File: src/design/osd_pkg.sv
// package: constants for the off-state output diagnostics block
package osd_pkg;

    // ****************************************
    // clock and timing
    // ****************************************
    localparam int unsigned CLK_MHZ = 200;
    // settle times in tenths of a microsecond
    localparam int unsigned SETTLE_N0_DUS = 256;
    localparam int unsigned SETTLE_N1_DUS = 612;
    localparam int unsigned SETTLE_N2_DUS = 1056;
    localparam int unsigned SETTLE_N3_DUS = 1500;
    localparam int unsigned SETTLE_H0_DUS = 112;
    localparam int unsigned SETTLE_H1_DUS = 289;
    localparam int unsigned SETTLE_H2_DUS = 400;
    localparam int unsigned SETTLE_H3_DUS = 512;
    // deglitch window, tenths of a microsecond, least and longest
    localparam int unsigned DEGLITCH_MIN_DUS = 3;
    localparam int unsigned DEGLITCH_MAX_DUS = 5;
    // deglitch count: least time rounded up, stays under the longest
    localparam int unsigned DEGLITCH_CYC = (DEGLITCH_MIN_DUS * CLK_MHZ + 9) / 10;
    localparam logic [7:0]  DEGLITCH_CYC_W = 8'(DEGLITCH_CYC);
    localparam int unsigned TMR_W = 15;

    // ****************************************
    // register map (byte addresses)
    // ****************************************
    localparam logic [7:0] ADDR_CTRL   = 8'h00;
    localparam logic [7:0] ADDR_STATUS = 8'h04;
    localparam logic [7:0] ADDR_COMP   = 8'h08;
    localparam logic [7:0] ADDR_THRESH = 8'h0c;

    // ctrl fields
    localparam int unsigned CTRL_OCCODE_LSB = 0;  // 6 bits
    localparam int unsigned CTRL_SETTLE_LSB = 8;  // 2 bits
    localparam int unsigned CTRL_HBSHORT    = 10;
    localparam int unsigned CTRL_CURSEL     = 11;
    localparam int unsigned CTRL_RDSEL      = 12;
    localparam int unsigned CTRL_BATT_EN    = 13;
    localparam int unsigned CTRL_TEMP_EN    = 14;
    localparam logic [31:0] CTRL_RESET      = 32'h0000_0000;

    // factors are unsigned 1.7 fixed point, one is 8'h80
    localparam logic [7:0] FACTOR_ONE = 8'h80;

    // ****************************************
    // diagnostic codes
    // ****************************************
    typedef enum logic [2:0] {
        DIAG_NO_FAIL  = 3'b100,
        DIAG_OFF_OK   = 3'b110,
        DIAG_OPEN     = 3'b011,
        DIAG_SHORT    = 3'b010
    } osd_code_e;

    typedef enum logic [1:0] {
        CFG_LOW  = 2'b00,
        CFG_HIGH = 2'b01,
        CFG_HB   = 2'b10
    } osd_cfg_e;

endpackage : osd_pkg

File: src/design/osd_deglitch.sv
// module: one comparator synchroniser and fixed deglitch filter
`timescale 1ns/100ps
module osd_deglitch
    import osd_pkg::*;
(
    input  wire logic clk,
    input  wire logic rst_n,
    input  wire logic raw,
    output logic      filt,
    output logic      rise,
    output logic      fall
);
    logic       s1_q, s2_q, s1_d, s2_d;
    logic       filt_q, filt_d;
    logic [7:0] cnt_q, cnt_d;

    always_comb begin
        s1_d  = raw;
        s2_d  = s1_q;
        filt_d = filt_q;
        cnt_d  = 8'h00;
        // new level must hold the window
        if (s2_q != filt_q) begin
            if (cnt_q == DEGLITCH_CYC_W - 8'h01) begin
                filt_d = s2_q;
            end else begin
                cnt_d = cnt_q + 8'h01;
            end
        end
    end

    always_ff @(posedge clk or negedge rst_n) begin
        if (!rst_n) begin
            s1_q   <= 1'b0;
            s2_q   <= 1'b0;
            filt_q <= 1'b0;
            cnt_q  <= 8'h00;
        end else begin
            s1_q   <= s1_d;
            s2_q   <= s2_d;
            filt_q <= filt_d;
            cnt_q  <= cnt_d;
        end
    end

    assign filt = filt_q;
    assign rise = filt_d & ~filt_q;
    assign fall = ~filt_d & filt_q;

    a_deglitch_hold: assert property (@(posedge clk) disable iff (!rst_n)
        $changed(filt_q) |-> $past(s2_q, 2) == filt_q)
        else $error("filtered level changed without stable input");

endmodule : osd_deglitch

File: src/design/osd_regs.sv
// module: axi4-lite slave holding control and compensation words
`timescale 1ns/100ps
module osd_regs
    import osd_pkg::*;
(
    input  wire logic        clk,
    input  wire logic        rst_n,
    input  wire logic [7:0]  s_axi_awaddr,
    input  wire logic        s_axi_awvalid,
    output logic             s_axi_awready,
    input  wire logic [31:0] s_axi_wdata,
    input  wire logic [3:0]  s_axi_wstrb,
    input  wire logic        s_axi_wvalid,
    output logic             s_axi_wready,
    output logic [1:0]       s_axi_bresp,
    output logic             s_axi_bvalid,
    input  wire logic        s_axi_bready,
    input  wire logic [7:0]  s_axi_araddr,
    input  wire logic        s_axi_arvalid,
    output logic             s_axi_arready,
    output logic [31:0]      s_axi_rdata,
    output logic [1:0]       s_axi_rresp,
    output logic             s_axi_rvalid,
    input  wire logic        s_axi_rready,
    input  wire logic [31:0] status_word,
    input  wire logic [31:0] thresh_word,
    output logic [31:0]      ctrl,
    output logic [15:0]      comp,
    output logic             status_read
);
    logic [31:0] ctrl_q, ctrl_d;
    logic [15:0] comp_q, comp_d;
    logic [7:0]  aw_q, aw_d;
    logic        awh_q, awh_d, wh_q, wh_d;
    logic [31:0] wd_q, wd_d;
    logic [3:0]  ws_q, ws_d;
    logic        bv_q, bv_d, rv_q, rv_d;
    logic [1:0]  br_q, br_d, rr_q, rr_d;
    logic [31:0] rd_q, rd_d;

    function automatic logic [31:0] merge(input logic [31:0] o, input logic [31:0] n,
                                          input logic [3:0] s);
        logic [31:0] r;
        r = o;
        for (int i = 0; i < 4; i++) begin
            if (s[i]) begin
                r[i*8 +: 8] = n[i*8 +: 8];
            end
        end
        return r;
    endfunction : merge

    always_comb begin
        ctrl_d = ctrl_q;
        comp_d = comp_q;
        aw_d = aw_q;
        awh_d = awh_q;
        wh_d = wh_q;
        wd_d = wd_q;
        ws_d = ws_q;
        bv_d = bv_q;
        br_d = br_q;
        rv_d = rv_q;
        rr_d = rr_q;
        rd_d = rd_q;
        status_read = 1'b0;
        if (s_axi_awvalid && !awh_q) begin
            awh_d = 1'b1;
            aw_d  = s_axi_awaddr;
        end
        if (s_axi_wvalid && !wh_q) begin
            wh_d = 1'b1;
            wd_d = s_axi_wdata;
            ws_d = s_axi_wstrb;
        end
        if (awh_q && wh_q && !bv_q) begin
            awh_d = 1'b0;
            wh_d  = 1'b0;
            bv_d  = 1'b1;
            br_d  = 2'b00;
            unique case (aw_q)
                ADDR_CTRL: ctrl_d = merge(ctrl_q, wd_q, ws_q);
                ADDR_COMP: comp_d = 16'(merge({16'h0000, comp_q}, wd_q, ws_q));
                ADDR_STATUS, ADDR_THRESH: br_d = 2'b00;
                default: br_d = 2'b10;
            endcase
        end
        if (bv_q && s_axi_bready) begin
            bv_d = 1'b0;
        end
        if (s_axi_arvalid && !rv_q) begin
            rv_d = 1'b1;
            rr_d = 2'b00;
            unique case (s_axi_araddr)
                ADDR_CTRL:   rd_d = ctrl_q;
                ADDR_STATUS: begin
                    rd_d = status_word;
                    status_read = 1'b1;
                end
                ADDR_COMP:   rd_d = {16'h0000, comp_q};
                ADDR_THRESH: rd_d = thresh_word;
                default: begin
                    rd_d = 32'h0000_0000;
                    rr_d = 2'b10;
                end
            endcase
        end
        if (rv_q && s_axi_rready) begin
            rv_d = 1'b0;
        end
    end

    always_ff @(posedge clk or negedge rst_n) begin
        if (!rst_n) begin
            ctrl_q <= CTRL_RESET;
            comp_q <= {FACTOR_ONE, FACTOR_ONE};
            aw_q <= 8'h00;
            awh_q <= 1'b0;
            wh_q <= 1'b0;
            wd_q <= 32'h0000_0000;
            ws_q <= 4'h0;
            bv_q <= 1'b0;
            br_q <= 2'b00;
            rv_q <= 1'b0;
            rr_q <= 2'b00;
            rd_q <= 32'h0000_0000;
        end else begin
            ctrl_q <= ctrl_d;
            comp_q <= comp_d;
            aw_q <= aw_d;
            awh_q <= awh_d;
            wh_q <= wh_d;
            wd_q <= wd_d;
            ws_q <= ws_d;
            bv_q <= bv_d;
            br_q <= br_d;
            rv_q <= rv_d;
            rr_q <= rr_d;
            rd_q <= rd_d;
        end
    end

    assign s_axi_awready = !awh_q;
    assign s_axi_wready  = !wh_q;
    assign s_axi_bvalid  = bv_q;
    assign s_axi_bresp   = br_q;
    assign s_axi_arready = !rv_q;
    assign s_axi_rvalid  = rv_q;
    assign s_axi_rresp   = rr_q;
    assign s_axi_rdata   = rd_q;
    assign ctrl          = ctrl_q;
    assign comp          = comp_q;

endmodule : osd_regs

File: src/design/osd_top.sv
// module: off-state diagnostics for one output channel
`timescale 1ns/100ps
module osd_top
    import osd_pkg::*;
(
    input  wire logic        clk,
    input  wire logic        resetn,
    input  wire logic [7:0]  s_axi_awaddr,
    input  wire logic        s_axi_awvalid,
    output logic             s_axi_awready,
    input  wire logic [31:0] s_axi_wdata,
    input  wire logic [3:0]  s_axi_wstrb,
    input  wire logic        s_axi_wvalid,
    output logic             s_axi_wready,
    output logic [1:0]       s_axi_bresp,
    output logic             s_axi_bvalid,
    input  wire logic        s_axi_bready,
    input  wire logic [7:0]  s_axi_araddr,
    input  wire logic        s_axi_arvalid,
    output logic             s_axi_arready,
    output logic [31:0]      s_axi_rdata,
    output logic [1:0]       s_axi_rresp,
    output logic             s_axi_rvalid,
    input  wire logic        s_axi_rready,
    input  wire logic        channel_on,
    input  wire logic [1:0]  channel_cfg,
    input  wire logic        no_oc_latch,
    input  wire logic        above_low_diag_threshold,
    input  wire logic        above_high_diag_threshold,
    input  wire logic        diag_enable,
    output logic             open_regulator_enable,
    output logic             open_regulator_current_select,
    output logic             fast_discharge_source,
    output logic             fast_charge_source,
    output logic [2:0]       diag_code
);

    // ****************************************
    // reset release
    // ****************************************
    logic rs1_q, rs2_q;
    always_ff @(posedge clk or negedge resetn) begin
        if (!resetn) begin
            rs1_q <= 1'b0;
            rs2_q <= 1'b0;
        end else begin
            rs1_q <= 1'b1;
            rs2_q <= rs1_q;
        end
    end
    logic rst_n;
    assign rst_n = rs2_q;

    // ****************************************
    // registers
    // ****************************************
    logic [31:0] ctrl;
    logic [15:0] comp;
    logic        status_read;
    logic [31:0] status_word;
    logic [31:0] thresh_word;

    osd_regs u_regs (
        .clk           (clk),
        .rst_n         (rst_n),
        .s_axi_awaddr  (s_axi_awaddr),
        .s_axi_awvalid (s_axi_awvalid),
        .s_axi_awready (s_axi_awready),
        .s_axi_wdata   (s_axi_wdata),
        .s_axi_wstrb   (s_axi_wstrb),
        .s_axi_wvalid  (s_axi_wvalid),
        .s_axi_wready  (s_axi_wready),
        .s_axi_bresp   (s_axi_bresp),
        .s_axi_bvalid  (s_axi_bvalid),
        .s_axi_bready  (s_axi_bready),
        .s_axi_araddr  (s_axi_araddr),
        .s_axi_arvalid (s_axi_arvalid),
        .s_axi_arready (s_axi_arready),
        .s_axi_rdata   (s_axi_rdata),
        .s_axi_rresp   (s_axi_rresp),
        .s_axi_rvalid  (s_axi_rvalid),
        .s_axi_rready  (s_axi_rready),
        .status_word   (status_word),
        .thresh_word   (thresh_word),
        .ctrl          (ctrl),
        .comp          (comp),
        .status_read   (status_read)
    );

    logic [5:0] overcurrent_threshold_code;
    logic [1:0] off_settle_time_select;
    logic       hb_short_set;
    logic       threshold_readback_select;
    assign overcurrent_threshold_code = ctrl[CTRL_OCCODE_LSB +: 6];
    assign off_settle_time_select     = ctrl[CTRL_SETTLE_LSB +: 2];
    assign hb_short_set               = ctrl[CTRL_HBSHORT];
    assign threshold_readback_select  = ctrl[CTRL_RDSEL];

    // ****************************************
    // comparator conditioning
    // ****************************************
    logic lo_f, lo_rise, lo_fall, hi_f, hi_rise, hi_fall;

    osd_deglitch u_lo (
        .clk  (clk),
        .rst_n(rst_n),
        .raw  (above_low_diag_threshold),
        .filt (lo_f),
        .rise (lo_rise),
        .fall (lo_fall)
    );

    osd_deglitch u_hi (
        .clk  (clk),
        .rst_n(rst_n),
        .raw  (above_high_diag_threshold),
        .filt (hi_f),
        .rise (hi_rise),
        .fall (hi_fall)
    );

    // ****************************************
    // settle timer
    // ****************************************
    function automatic logic [TMR_W-1:0] cyc(input int unsigned dus);
        return TMR_W'(dus * CLK_MHZ / 10);
    endfunction : cyc

    logic [TMR_W-1:0] settle_len;
    always_comb begin
        unique case ({channel_cfg == CFG_HB && hb_short_set, off_settle_time_select})
            3'b000: settle_len = cyc(SETTLE_N0_DUS);
            3'b001: settle_len = cyc(SETTLE_N1_DUS);
            3'b010: settle_len = cyc(SETTLE_N2_DUS);
            3'b011: settle_len = cyc(SETTLE_N3_DUS);
            3'b100: settle_len = cyc(SETTLE_H0_DUS);
            3'b101: settle_len = cyc(SETTLE_H1_DUS);
            3'b110: settle_len = cyc(SETTLE_H2_DUS);
            3'b111: settle_len = cyc(SETTLE_H3_DUS);
        endcase
    end

    logic             on_q, on_d;
    logic             run_q, run_d;
    logic [TMR_W-1:0] tmr_q, tmr_d;
    logic             expire;
    logic             restart;
    logic             is_high;
    assign is_high = (channel_cfg == CFG_HIGH);

    always_comb begin
        restart = is_high ? (lo_rise | hi_rise) : (lo_fall | hi_fall);
        on_d   = channel_on;
        run_d  = run_q;
        tmr_d  = tmr_q;
        expire = 1'b0;
        if (channel_on) begin
            run_d = 1'b0;
            tmr_d = '0;
        end else if ((on_q && !channel_on) || (restart && !on_q)) begin
            run_d = 1'b1;
            tmr_d = '0;
        end else if (run_q) begin
            if (tmr_q == settle_len - TMR_W'(1)) begin
                run_d  = 1'b0;
                expire = 1'b1;
            end else begin
                tmr_d = tmr_q + TMR_W'(1);
            end
        end
    end

    always_ff @(posedge clk or negedge rst_n) begin
        if (!rst_n) begin
            on_q  <= 1'b0;
            run_q <= 1'b0;
            tmr_q <= '0;
        end else begin
            on_q  <= on_d;
            run_q <= run_d;
            tmr_q <= tmr_d;
        end
    end

    // ****************************************
    // classification and code latch
    // ****************************************
    logic       is_short, is_open;
    logic [2:0] code_q, code_d;
    logic       fault_q, fault_d;
    logic       nofail_q, nofail_d;

    always_comb begin
        if (is_high) begin
            is_short = hi_f;
        end else begin
            is_short = !lo_f;
        end
        is_open = lo_f && !hi_f;
        code_d   = code_q;
        fault_d  = fault_q;
        nofail_d = nofail_q;
        if (status_read) begin
            fault_d = 1'b0;
            if (!fault_q) begin
                nofail_d = 1'b0;
            end
        end
        if (on_q && !channel_on && no_oc_latch) begin
            nofail_d = 1'b1;
        end
        if (expire) begin
            if (is_short || is_open) begin
                fault_d = 1'b1;
                code_d = is_short ? DIAG_SHORT : DIAG_OPEN;
            end
        end
        if (!fault_d) begin
            code_d = nofail_d ? DIAG_NO_FAIL : DIAG_OFF_OK;
        end
    end

    always_ff @(posedge clk or negedge rst_n) begin
        if (!rst_n) begin
            code_q   <= DIAG_OFF_OK;
            fault_q  <= 1'b0;
            nofail_q <= 1'b0;
        end else begin
            code_q   <= code_d;
            fault_q  <= fault_d;
            nofail_q <= nofail_d;
        end
    end

    assign diag_code   = code_q;
    assign status_word = {16'h0000, 8'(tmr_q[TMR_W-1 -: 8]), 1'b0, run_q, hi_f, lo_f,
                          fault_q, code_q};

    // ****************************************
    // current sources and regulator
    // ****************************************
    // regulator ignores diag_enable
    assign open_regulator_enable = 1'b1;
    assign open_regulator_current_select = ctrl[CTRL_CURSEL];
    assign fast_discharge_source = is_high && !channel_on && run_q && hi_f;
    assign fast_charge_source = (channel_cfg == CFG_LOW) && !channel_on && run_q && !lo_f;

    // ****************************************
    // threshold compensation
    // ****************************************
    logic [7:0]  bcf, temperature_comp_factor;
    logic [21:0] prod;
    logic [5:0]  comp_code;
    assign bcf  = ctrl[CTRL_BATT_EN] ? comp[7:0]  : FACTOR_ONE;
    assign temperature_comp_factor  = ctrl[CTRL_TEMP_EN] ? comp[15:8] : FACTOR_ONE;
    assign prod = 22'(overcurrent_threshold_code) * 22'(bcf) * 22'(temperature_comp_factor);
    assign comp_code = (prod[21:14] > 8'h3f) ? 6'h3f : prod[19:14];
    assign thresh_word = {24'h0, 2'b00,
        threshold_readback_select ? comp_code : overcurrent_threshold_code};

    a_dis_gate: assert property (@(posedge clk) disable iff (!rst_n)
        fast_discharge_source |-> run_q && hi_f && channel_cfg == CFG_HIGH)
        else $error("fast discharge outside its window");
    a_chg_gate: assert property (@(posedge clk) disable iff (!rst_n)
        fast_charge_source |-> run_q && !lo_f && !channel_on)
        else $error("fast charge outside its window");
    // code only changes to fault at expiry
    a_fault_expiry: assert property (@(posedge clk) disable iff (!rst_n)
        $rose(fault_q) |-> $past(expire))
        else $error("fault latched without timer expiry");
    a_fault_code: assert property (@(posedge clk) disable iff (!rst_n)
        fault_q |-> code_q == DIAG_SHORT || code_q == DIAG_OPEN)
        else $error("bad fault code");
    a_off_code: assert property (@(posedge clk) disable iff (!rst_n)
        !fault_q && !nofail_q |-> code_q == DIAG_OFF_OK)
        else $error("wrong normal code");
    a_nofail_once: assert property (@(posedge clk) disable iff (!rst_n)
        on_q && !channel_on && no_oc_latch ##1 !fault_q |-> code_q == DIAG_NO_FAIL)
        else $error("no-failure code missing");
    a_fault_hold: assert property (@(posedge clk) disable iff (!rst_n)
        fault_q && !status_read |=> fault_q)
        else $error("fault dropped without read");
    a_reg_on: assert property (@(posedge clk) disable iff (!rst_n)
        open_regulator_enable)
        else $error("regulator disabled");
    a_readback: assert property (@(posedge clk) disable iff (!rst_n)
        !threshold_readback_select |-> thresh_word[5:0] == overcurrent_threshold_code)
        else $error("readback mismatch");
    a_settle_restart: assert property (@(posedge clk) disable iff (!rst_n)
        !channel_on && (on_q || restart) |=> run_q && tmr_q == '0)
        else $error("settle timer not restarted");

endmodule : osd_top

File: config.mk
export PLATFORM = sky130hd
export DESIGN_NAME = osd_top
export DESIGN_NICKNAME = d
export VERILOG_FILES = /design/src/design/osd_pkg.sv /design/src/design/osd_deglitch.sv /design/src/design/osd_regs.sv /design/src/design/osd_top.sv
export SDC_FILE = /design/constraint.sdc
export NUM_CORES = 1
export LEC_CHECK = 0
export BUFFER_PORTS_ARGS = -buffer_cell sky130_fd_sc_hd__buf_2
export CAP_MARGIN = 20
export CORE_UTILIZATION = 50
export DETAILED_ROUTE_END_ITERATION = 8
export MAX_ROUTING_LAYER = met4
export PLACE_DENSITY = 0.69
export SYNTH_ARGS = -nofsm -noshare
export SYNTH_HDL_FRONTEND = slang
export SYNTH_SLANG_ARGS = --single-unit
File: constraint.sdc
create_clock -name clk -period 7.1 [get_ports clk]
set_input_delay 0.355 -clock clk [delete_from_list [all_inputs] [get_ports clk]]
set_output_delay 0.355 -clock clk [all_outputs]
set_load 0.01 [all_outputs]
# == Word-level counts from Yosys, hierarchy flattened ==
# Memories as Yosys holds them, arrays and structs flattened.
# Index checks and enable logic that the tools add are counted.
# totals
reg_bits,178
rom_bits,96
inputBits,66
output_inout_bits,48
wordCells,162
memories,1
# classes
n_addsub,4
mul,2
order_cmp,1
eq_ne,16
mux,50
bitwise,10
reduce_logical,46
# memory_table
memory,depth,word_bits,rd,rd_ports_with_merged_regs,wr,line,rtl
(no name shown),8,12,1,0,0,osd_top.sv:131,"unique case ({channel_cfg == CFG_HB && hb_short_set, off_settle_time_select})"
# op_table
operator,n
case mux 32 bit (4 select lines),1
two-way mux 15 bit,4
two-way mux 8 bit,6
equality test 8 x 4 -> 1 bit (second input constant),4
two-way mux 1 bit,31
multiplier 14 x 8 -> 22 bit,1
logical AND 1 bit,18
AND reduction 3 bit,6
adder 8 x 1 -> 8 bit (second input constant),2
equality test 8 x 3 -> 1 bit (second input constant),2
equality test 8 x 6 -> 1 bit (second input constant),2
zero test 8 bit,2
adder 15 x 1 -> 15 bit (second input constant),1
equality test 15 bit,1
subtractor 15 x 1 -> 15 bit (second input constant),1
multiplier 6 x 8 -> 14 bit,1
two-way mux 6 bit,2
two-way mux 3 bit,3
> comparator 8 x 6 -> 1 bit (second input constant),1
zero test 1 bit,8
nonzero test 2 bit,4
OR reduction 4 bit,2
two-way mux 2 bit,3
bitwise AND 1 bit,4
12 further kinds,19

# == Longest topological paths before layout ==
# Gate-level depths: netlist (run 1).
# depth
word_depth,14
depth_mapped,32

# == By module ==
# From an unflattened synthesis (run 1), not the netlist that was laid out.
# hier_totals
hier_cells,1291
area_unflattened_um2,13439.1
# modules_own_cells
mod,n_inst,cells_each,area_per_inst_um2,seq_area_each_um2
osd_top,1,809,6722.7,603.1
osd_regs,1,384,5665.4,3255.6
osd_deglitch,2,49,525.5,275.3

# == Worst setup path before layout (run 1) ==
# Ideal clock, no wire load.
# synth_path
path_kind,register to register
from,reg u_regs.ctrl_q[13] (netlist: u_regs.ctrl[13])
to,reg u_regs.rd_q[0] (netlist: u_regs.s_axi_rdata[0])
setup_ns,0.126
arrival_ns,8.721
required_time_ns,6.974
setup_slack_ns,-1.747
path_stages_with_launch,32
n_path_buf,2
synth_period_minus_slack_ns,8.847
cell_sequence,dfrtp_1 buf_2 clkbuf_1 nand3_1 fa_1 fa_1 fa_1 inv_1 ha_1 a21o_1 a21oi_1 o21bai_1 a21oi_1 o21a_1 xnor2_1 or2_2 fa_1 inv_1 fa_1 fa_1 inv_1 fa_1 inv_1 ha_1 a21oi_1 a21oi_1 a211oi_1 a21oi_1 or4_1 a2111oi_4 a211oi_1 a221o_1
# synth_via
elab_chain_len,7
# synth_rtl
item,line,rtl
from (decl),osd_regs.sv:31,"logic [31:0] ctrl_q, ctrl_d;"
from (signal assigned),osd_regs.sv:128,ctrl_q <= ctrl_d;
two-way mux 8 bit (*),osd_top.sv:254,assign bcf = ctrl[CTRL_BATT_EN] ? comp[7:0] : FACTOR_ONE;
multiplier 6 x 8 -> 14 bit (*),osd_top.sv:256,assign prod = 22'(overcurrent_threshold_code) * 22'(bcf) * 22'(temperature_comp_factor);
multiplier 14 x 8 -> 22 bit (*),osd_top.sv:256,
> comparator 8 x 6 -> 1 bit,osd_top.sv:257,assign comp_code = (prod[21:14] > 8'h3f) ? 6'h3f : prod[19:14];
two-way mux 6 bit (*),osd_top.sv:257,
two-way mux 6 bit (*),osd_top.sv:259,threshold_readback_select ? comp_code : overcurrent_threshold_code};
case mux 32 bit (4 select lines) (*),osd_regs.sv:94,unique case (s_axi_araddr)
to (signal assigned),osd_regs.sv:139,rd_q <= rd_d;
to (decl),osd_regs.sv:39,"logic [31:0] rd_q, rd_d;"
# Every way passes the cells marked *; elsewhere a longest branch is shown, timed or not.
# A chain may end at the register's enable or synchronous reset.

# == Worst setup path in the final report (run 1) ==
# Ends and elaborated chain as after synthesis.

==> results_dict.tcl, run 1 <==
set metrics [dict create \
    multiInputGateArea_um2 7760 \
    clk_pin_slew_ns 0.08 \
    via_count 9615 \
    filler_cell_count 2028 \
    finalHoldViolCount 0 \
    synthFlopType "dfrtp_1" \
    cts_tree "yes" \
    wl_mm 29.0 \
    place_hpwl_mm 22.5 \
    crit_arrival_ns 8.39 \
    synth-edff-count 0 \
    synth_area_per_cell_um2 10.4 \
    hold_path_class "input port to register" \
    seqCellArea_um2 4410 \
    clk-insertion-delay-late_ns 0.43 \
    fin_skew_ns 0.0168 \
    yosys.area.top_type "dfrtp_1" \
    holdWs_ns 0.0238 \
    required_ns 7.41 \
    clkSinkCount 176 \
    timing.final.ws_setup_ns -0.974 \
    drt_iter0_markers 643 \
    fp.dieH_um 161 \
    crit_path_start_kind "register" \
    vias_per_cell 5.54 \
    drc 0 \
    clockBufferDepth 2 \
    finalCritPeriodShare_pct 114 \
    htreeDepth 4 \
    setup_viol 6 \
    crit_top_cell "fa_1" \
    drive_gt1_share_pct 29.0 \
    syn_inst 1217 \
    area_growth_pct 19.3 \
    synth-seq-cells 176 \
    antennaDiodeCount 0 \
    synthesis.area_um2 12600 \
    slew_headroom_pct 35.0 \
    wl_per_cell_um 16.7 \
    fp.dieW_um 161 \
    row_count 57 \
    ios 114 \
    initial_utilization_pct 51.5 \
    gp_congestion 0.901 \
    p_total_mw 2.96 \
    grt.total_usage_pct 24.3 \
    p_per_area_nw_per_um2 196 \
    yosysWarnings 0 \
    critPathMaxStageDelay_ns 0.53 \
    synth.area.top_cells "dfrtp_1 34%, fa_1 15%, mux2_2 8.6%, ha_1 6.7%, inv_1 4.1%" \
    drv_slew 0 \
    cts_buffers 17 \
    grt_pass1_wl_mm 48.6 \
    status "complete, but fails checks" \
    rsz0062_at_grt "true" \
    crit_fanout 30 \
    p_leak_nw 7.57 \
    grt_overflow 0 \
    drtAntennaViolNets 0 \
    ys_async_sr_fraction_pct 100 \
    drtPass1Iterations 5 \
    synth_top_area_share_pct 34.1 \
    worst_pin_slew_ns 0.975 \
    grt_max_degree 82 \
    clock.fmax_mhz 124 \
    nets 1629 \
    io_buffers 109 \
    clock-root-buffer "clkbuf_16" \
    worstSetupPathType "register to register" \
    ys_seq_area_share_pct 34.9 \
    slowest_stage "fa_1" \
    timing.max_cap.violations 0 \
    ir_drop_mv 0.195 \
    period_minus_slack_ns 8.07 \
    grt_pass1_vias 9779 \
    dieArea_um2 25900 \
    cp-end-kind "register" \
    violations "negative setup slack" \
    core_area_um2 24500 \
    antenna_found_initial 1 \
    ys_types 71 \
]
-- registers in the layout, indices dropped and copies added, names as in the netlist, 3 cells and up --
| name | flops |
|---|---|
| u_regs.wd_q | 32 |
| u_regs.aw_q | 8 |
| u_regs.s_axi_rdata | 32 |
| u_regs.ws_q | 4 |
| u_regs.comp | 16 |
| u_lo.cnt_q | 8 |
| u_regs.ctrl | 32 |
| u_hi.cnt_q | 8 |
| diag_code | 3 |
| tmr_q | 15 |
-- final timing paths --
kind | startpoint | end | slack, ns | depth (start not counted)
max in group asynchronous | rs2_q | u_regs.s_axi_rdata[19] | 5.32 | 1
setup / recovery | u_regs.ctrl[13] | u_regs.s_axi_rdata[0] | -0.97 | 32
setup reg to reg | u_regs.ctrl[13] | u_regs.s_axi_rdata[0] | -0.97 | 32
min in group asynchronous | resetn | rs2_q | 0.23 | 2
hold reg to reg | rs2_q | u_regs.aw_q[6] | 0.35 | 0
hold / removal | above_high_diag_threshold | u_hi.s1_q | 0.02 | 1
-- placed cells by master (no fill, tap or decap), drive strengths merged, types with 8 or more instances in the layout --
master / count
clkbuf: 18
dfrtp: 172
or4: 10
inv: 145
nand3: 56
nand2: 61
a21o: 9
nand2b: 14
nor2: 108
ha: 68
xor2: 17
mux2: 97
nor3: 10
o21ai: 33
nor4: 8
xnor2: 22
a21oi: 32
or2: 10
and3: 49
fa: 96
mux2i: 25
a22o: 26
o21a: 9
and2: 9
buf: 211
-- layer usage --
metal | vias up | track usage (%) | routed length (um)
li1 | 4505 | - | -
met1 | 4809 | 31.2 | 12800
met2 | 251 | 39.4 | 14000
met3 | 50 | 3.93 | 1390
met4 | 0 | 7.33 | 752
met5 | - | - | 0
-- area by class of cell --
type,instances,share of cell area (%)
Sequential cell,176,29.3
Clock inverter,14,1.21
Tap cell,324,2.69
Inverter,138,3.44
Clock buffer,18,2.92
Multi-Input combinational cell,854,51.5
Timing Repair Buffer,212,8.94
-- cell families after synthesis --
kind of cell,count (synthesis),share of synthesized area (%)
xor gates and xnor gates,39,2.70
and+or+nand+nor,367,14.9
other,2,0.0595
DFF,176,34.9
AOI/OAI and AO/OA,158,8.88
adders and majority gates,164,21.9
muxes,122,10.7
buffers and inverters,189,5.95
-- cell usage after synthesis, drive strengths merged, types with 14 or more instances --
cell,instances
nand2,61
inv,138
o21ai,33
and3,49
xnor2,22
clkbuf,42
a21oi,32
mux2,97
a22o,26
fa,96
nand2b,14
dfrtp,172
xor2,17
nand3,56
nor2,108
ha,68
mux2i,25
-- power breakdown --
group	switching, mW	total [mW]	internal [mW]
combinational	0.305	0.653	0.348
sequential	0.166	1.35	1.19
clock	0.459	0.949	0.491
total	0.930	2.96	2.03
-- per-stage QoR --
stage / util [%] / setup TNS [ns] / area (um^2) / setup slack, ns / instances
after floorplan: - / -3.55 / 12800 / -0.738 / 1219
after global routing: 61.4 / -7.21 / 15100 / -1.26 / 1736
final: 61.4 / -5.49 / 15100 / -0.974 / 1736
after detailed placement: 58.2 / -5.11 / 14300 / -0.941 / 1697
after global placement: 58.2 / -4.29 / 14300 / -0.776 / 1697
after CTS: 61.0 / -4.98 / 15000 / -0.921 / 1732
-- critical path, delay by kind of cell, from the launching register on --
kind	cells	cell delay, ns
adder cells (fa/ha/maj)	9	3.83
AO/OA/AOI/OAI	12	2.19
AND/OR/NAND/NOR	3	0.86
XOR/XNOR	1	0.11
flip-flops	1	0.40
buffers and inverters	7	0.56
-- timing repair --
action,CTS,global route
pin swaps,0,14
gates cloned,0,0
hold buffers,1,0
hold endpoints to repair,2,0
setup endpoints to repair,6,6
buffers inserted,2,2
gates resized for setup,5,10
Power figures use the tool's default switching activity.
==> inputs of run 2 (changes only) <==
--- a/config.mk
+++ b/config.mk
@@ -5,12 +5,11 @@
 export SDC_FILE = /design/constraint.sdc
 export NUM_CORES = 1
 export LEC_CHECK = 0
-export BUFFER_PORTS_ARGS = -buffer_cell sky130_fd_sc_hd__buf_2
 export CAP_MARGIN = 20
 export CORE_UTILIZATION = 50
 export DETAILED_ROUTE_END_ITERATION = 8
+export DONT_BUFFER_PORTS = 1
 export MAX_ROUTING_LAYER = met4
-export PLACE_DENSITY = 0.69
 export SYNTH_ARGS = -nofsm -noshare
 export SYNTH_HDL_FRONTEND = slang
 export SYNTH_SLANG_ARGS = --single-unit
==> run 2 against run 1 <==
The run still ends with negative setup slack left. Global-route usage up 0.24 points. Non-clock buffer count down 93. Core utilization down 0.85 points. Clock-buffer cell count up 1. Routed wire length up 1.3%. Maximum frequency up 0.18%. Total power down 0.39%. Sequential power about the same. Sequential share of layout area up 0.42 points. Combinational power about the same. Critical endpoint unchanged.
==> results_dict.tcl, run 2 (synthesis results as in run 1) <==
set metrics [dict create \
    status "complete, but fails checks" \
    violations "negative setup slack" \
    via_count 9170 \
    timing.max_cap.violations 0 \
    clkSinkCount 176 \
    rsz0062_at_grt "true" \
    rrSetupSlack_ns -0.96 \
    antenna_found_initial 2 \
    fin_cells 1644 \
    hold_path_class "input port to register" \
    io_buffers 0 \
    required_ns 7.40 \
    ir_drop_mv 0.247 \
    period_minus_slack_ns 8.06 \
    worstSetupPathType "register to register" \
    drv_slew 0 \
    hold_start "s_axi_bready" \
    core_area_um2 24500 \
    clockBufferDepth 2 \
    p_per_area_nw_per_um2 198 \
    area_growth_pct 17.6 \
    reg2reg_from "u_regs.ctrl[13]" \
    grt.total_usage_pct 24.5 \
    drive_gt1_share_pct 25.5 \
    rr_worst_depth 32 \
    timing.rr.end "u_regs.s_axi_rdata[0]" \
    fp.dieW_um 161 \
    clock-root-buffer "clkbuf_16" \
    crit_arrival_ns 8.36 \
    drt_iter0_markers 526 \
    cts_buffers 17 \
    dp_cells 1587 \
    grt_pass1_vias 9433 \
    critPathMaxStageDelay_ns 0.55 \
    crit_path_start_kind "register" \
    slew_headroom_pct 43.2 \
    row_count 57 \
    place_hpwl_mm 22.4 \
    ios 114 \
    wl_per_cell_um 17.9 \
    finalCritPeriodShare_pct 114 \
    cts_tree "yes" \
    clk_pin_slew_ns 0.07 \
    min_path_cells 1 \
    grt_max_degree 67 \
    final_cell_mix "170 x dfrtp_1, 130 x inv_1, 105 x nor2_1, 104 x buf_4, 96 x mux2_2" \
    dieArea_um2 25900 \
    filler_cell_count 2101 \
    clk-insertion-delay-late_ns 0.43 \
    fp.dieH_um 161 \
    htreeDepth 4 \
    critPathLaunch "u_regs.ctrl[13]" \
    grt_pass1_wl_mm 48.6 \
    drtAntennaViolNets 0 \
    fin_skew_ns 0.0189 \
    p_leak_nw 7.15 \
    layout_commonest_cell "dfrtp_1" \
    grt_overflow 0 \
    timing.final.ws_setup_ns -0.960 \
    worst_pin_slew_ns 0.851 \
    initial_utilization_pct 51.5 \
    hold_end "u_regs.s_axi_bvalid" \
    clock.fmax_mhz 124 \
    cp-end-kind "register" \
    finalHoldViolCount 0 \
    nets 1536 \
    vias_per_cell 5.58 \
    drtPass1Iterations 5 \
    slowest_stage "fa_1" \
    gp_congestion 0.851 \
    fin_setup_tns_ns -5.55 \
    drc 0 \
    crit_fanout 7 \
    crit_top_cell "fa_1" \
    setup_viol 6 \
    wl_mm 29.4 \
]
run 2: changes by cell type in the layout (fill, tap and decap cells not counted), moves of 5 or more:
cell	before	now
nand3_1	55	50
buf_2	109	0
nand3_2	1	6
clkinv_8	6	0
run 2: how the worst max path moves through the flow:
stage | depth (start not counted) | endpoint | slack [ns]
6_report | 32 | u_regs.s_axi_rdata[0] | -0.96
5_1_grt | 31 | u_regs.s_axi_rdata[1] | -1.26
4_1_cts | 30 | u_regs.s_axi_rdata[0] | -0.92
3_5_place_dp | 30 | u_regs.s_axi_rdata[0] | -0.94
3_3_place_gp | 29 | u_regs.s_axi_rdata[1] | -0.81
2_1_floorplan | 32 | u_regs.s_axi_rdata[0] | -0.74
run 2: report_power, final:
part	leakage (nW)	switching (mW)	total (mW)	internal, mW
Clock	0.280	0.426	0.929	0.503
Sequential	2.29	0.173	1.36	1.19
Combinational	4.58	0.298	0.654	0.356
Total	7.15	0.898	2.95	2.05
run 2: per-layer routing:
layer | track usage (%) | part of all wire, % | up-vias
met2 | 39.5 | 48 | 205
met3 | 4.00 | 5.3 | 31
met5 | - | 0 | -
li1 | - | - | 4320
met1 | 32.3 | 45 | 4614
met4 | 6.09 | 1.8 | 0
run 2: repair_timing:
| action | in CTS | in global routing |
|---|---|---|
| endpoints found under the hold margin | 6 | 0 |
| hold buffers | 4 | 0 |
| setup buffers | 11 | 5 |
| cloned | 2 | 0 |
| resized for setup | 35 | 16 |
| setup endpoints to repair | 6 | 6 |
| pin swaps | 12 | 21 |
run 2: cell type report:
cell class              count  area (um^2)  area share [%]
clock buffers              19          443            2.98
flip-flops and latches    176         4410            29.7
inverters                 138          518            3.49
well taps                 324          405            2.73
repair buffers            119         1030            6.92
multi-input cells         854         7920            53.3
diodes                      2         5.00          0.0337
clock inverters            12          129           0.867
run 2: worst max-delay path: cells and delay by family (launching register included):
kind / cells / cell delay (ns)
and+or+nand+nor: 4 / 0.92
xor gates and xnor gates: 1 / 0.10
buffers and inverters: 7 / 0.59
DFF: 1 / 0.49
AOI/OAI and AO/OA: 11 / 1.96
adders and majority gates: 9 / 3.88
run 2: metrics by stage:
stage	cell area (um^2)	power [mW]	hold slack, ns	utilization (%)	worst slack [ns]
2_1_floorplan	12800	1.77	0.0594	-	-0.738
3_3_place_gp	13700	1.96	0.0595	56.0	-0.813
3_5_place_dp	13700	1.98	0.0595	56.0	-0.943
4_1_cts	14700	2.95	0.0125	59.9	-0.923
5_1_grt	14900	3.09	0.00715	60.6	-1.26
6_report	14900	2.95	0.0180	60.6	-0.960
==> inputs of run 3 (changes only) <==
--- a/config.mk
+++ b/config.mk
@@ -10,6 +10,7 @@
 export DETAILED_ROUTE_END_ITERATION = 8
 export DONT_BUFFER_PORTS = 1
 export MAX_ROUTING_LAYER = met4
+export RECOVER_POWER = 50
 export SYNTH_ARGS = -nofsm -noshare
 export SYNTH_HDL_FRONTEND = slang
 export SYNTH_SLANG_ARGS = --single-unit
==> run 3 against run 2 <==
The flow finishes with violations (max-capacitance violations, max-slew violations, negative setup slack). Maximum frequency about the same. Clock skew barely moved. Die area unchanged. Clock-buffer cell count is the same. Cell area shrank 0.29%. Highest routed layer unchanged. Sequential power barely moved. Largest cell class unchanged. Combinational power is 1% lower. Final cell count unchanged. Non-clock buffer count did not move. Core utilization shrank 0.17 points. Clock power barely moved. First-iteration DRC count rose by 1.3%.
==> results_dict.tcl, run 3 (synthesis results as in run 1) <==
set metrics [dict create \
    slowest_stage "fa_1" \
    required_ns 7.40 \
    finalHoldViolCount 0 \
    cts_tree "yes" \
    grt_overflow 0 \
    period_minus_slack_ns 8.06 \
    final_core_util_pct 60.4 \
    nets 1536 \
    grt_pass1_wl_mm 48.6 \
    grt.total_usage_pct 24.5 \
    p_sw_uw 895 \
    row_count 57 \
    clkSinkCount 176 \
    fp.dieW_um 161 \
    fin_skew_ns 0.0189 \
    worst_pin_slew_ns 3.02 \
    critPathMaxStageDelay_ns 0.55 \
    setup_viol 6 \
    fp.dieH_um 161 \
    ir_drop_mv 0.233 \
    ios 114 \
    wl_per_cell_um 17.9 \
    wl_mm 29.4 \
    drt_iter0_markers 533 \
    p_total_mw 2.94 \
    via_count 9171 \
    design_area_um2 14800 \
    p_int_mw 2.04 \
    gp_congestion 0.851 \
    place_area_um2 13700 \
    rsz0062_at_grt "true" \
    cp-end-kind "register" \
    grt-busiest-layer "met2" \
    p_leak_nw 7.13 \
    crit_arrival_ns 8.36 \
    final_cell_mix "171 x dfrtp_1, 130 x inv_1, 105 x nor2_1, 102 x buf_4, 96 x mux2_2" \
    antenna_found_initial 2 \
    vias_per_cell 5.58 \
    clock.fmax_mhz 124 \
    finalCritPeriodShare_pct 114 \
    pwr-share-comb_pct 22.0 \
    cts_buffers 17 \
    clk_pin_slew_ns 0.07 \
    use_met2_pct 39.5 \
    initial_utilization_pct 51.5 \
    drtPass1Iterations 5 \
    slew_headroom_pct -101 \
    crit_top_cell "fa_1" \
    clkPwrFrac_pct 31.6 \
    clockBufferDepth 2 \
    layout_commonest_cell "dfrtp_1" \
    crit_path_start_kind "register" \
    grt_use_met1_pct 32.3 \
    drc 0 \
    crit_fanout 7 \
    timing.final.ws_setup_ns -0.960 \
    p_per_area_nw_per_um2 198 \
    clock-root-buffer "clkbuf_16" \
    timing.max_cap.violations 3 \
    drv_slew 139 \
    grt_max_degree 67 \
    worstSetupPathType "register to register" \
    dieArea_um2 25900 \
    clk-insertion-delay-late_ns 0.43 \
    grt_pass1_vias 9433 \
    drtAntennaViolNets 0 \
    htreeDepth 4 \
    filler_cell_count 2112 \
    place_hpwl_mm 22.4 \
    holdWs_ns 0.0192 \
    dp_slack_ns -0.943 \
    violations "max-capacitance violations, max-slew violations, negative setup slack" \
    switching_share_pct 30.5 \
    met3_usage_pct 4.00 \
    area_growth_pct 17.3 \
    hold_path_class "input port to register" \
    power_frac_seq_pct 46.4 \
    io_buffers 0 \
    status "complete, but fails checks" \
    core_area_um2 24500 \
    drive_gt1_share_pct 25.0 \
]
==> run 3: cell count changes in the layout (fill, tap and decap cells not counted), sizes merged <==
cell,before,now
clkbuf,19,22
buf,115,112
==> run 3: metal layers <==
| layer | wire (um) | share of wire (%) | vias to the layer above |
|---|---|---|---|
| met2 | 14100 | 48 | 202 |
| met4 | 520 | 1.8 | 0 |
| li1 | - | - | 4316 |
| met1 | 13300 | 45 | 4622 |
| met5 | 0 | 0 | - |
| met3 | 1470 | 5.0 | 31 |
==> run 3: worst paths after layout <==
check | slack, ns | depth (start not counted) | to | from
setup / recovery | -0.96 | 32 | u_regs.s_axi_rdata[0] | u_regs.ctrl[13]
hold / removal | 0.02 | 1 | u_regs.s_axi_bvalid | s_axi_bready
setup reg to reg | -0.96 | 32 | u_regs.s_axi_rdata[0] | u_regs.ctrl[13]
hold reg to reg | 0.35 | 0 | rs2_q | rs1_q
max in group asynchronous | 2.09 | 1 | tmr_q[7] | rs2_q
min in group asynchronous | 0.15 | 1 | rs2_q | resetn
==> run 3: power groups by stage <==
| stage | logic (mW) | clock network (mW) | registers, mW |
|---|---|---|---|
| floorplan | 0.460 | 0 | 1.31 |
| global placement | 0.586 | 0 | 1.37 |
| detailed placement | 0.599 | 0 | 1.38 |
| CTS | 0.636 | 0.947 | 1.36 |
| global route | 0.715 | 0.978 | 1.39 |
| finish | 0.646 | 0.928 | 1.36 |
==> run 3: repair_timing <==
action | 4_1_cts | 5_1_grt
endpoints found under the setup margin | 6 | 6
hold buffers | 4 | 0
resized for setup | 35 | 16
buffers inserted | 11 | 5
gates cloned | 2 | 0
pin swaps | 12 | 21
endpoints found under the hold margin | 6 | 0
==> run 3: layout make-up <==
cell class              count  area (um^2)  share of cell area, %
clock inverters            12          129                  0.870
repair buffers            119          997                   6.73
well taps                 324          405                   2.74
multi-input cells         854         7910                   53.4
diodes                      2         5.00                 0.0338
clock buffers              19          443                   2.99
flip-flops and latches    176         4410                   29.8
inverters                 138          518                   3.50
==> run 3: worst max-delay path, delay by kind of cell, from the launching register on <==
family,cells,cell delay (ns)
AO/OA/AOI/OAI,11,1.96
buffers and inverters,7,0.59
flip-flops,1,0.49
XOR/XNOR,1,0.10
adder cells (fa/ha/maj),9,3.88
AND/OR/NAND/NOR,4,0.92
==> run 3: per-stage QoR <==
step	setup TNS (ns)	std cells
6_report	-5.55	1644
5_1_grt	-7.21	1644
4_1_cts	-5.18	1635
3_5_place_dp	-5.28	1587
3_3_place_gp	-4.57	1587
2_1_floorplan	-3.55	1219
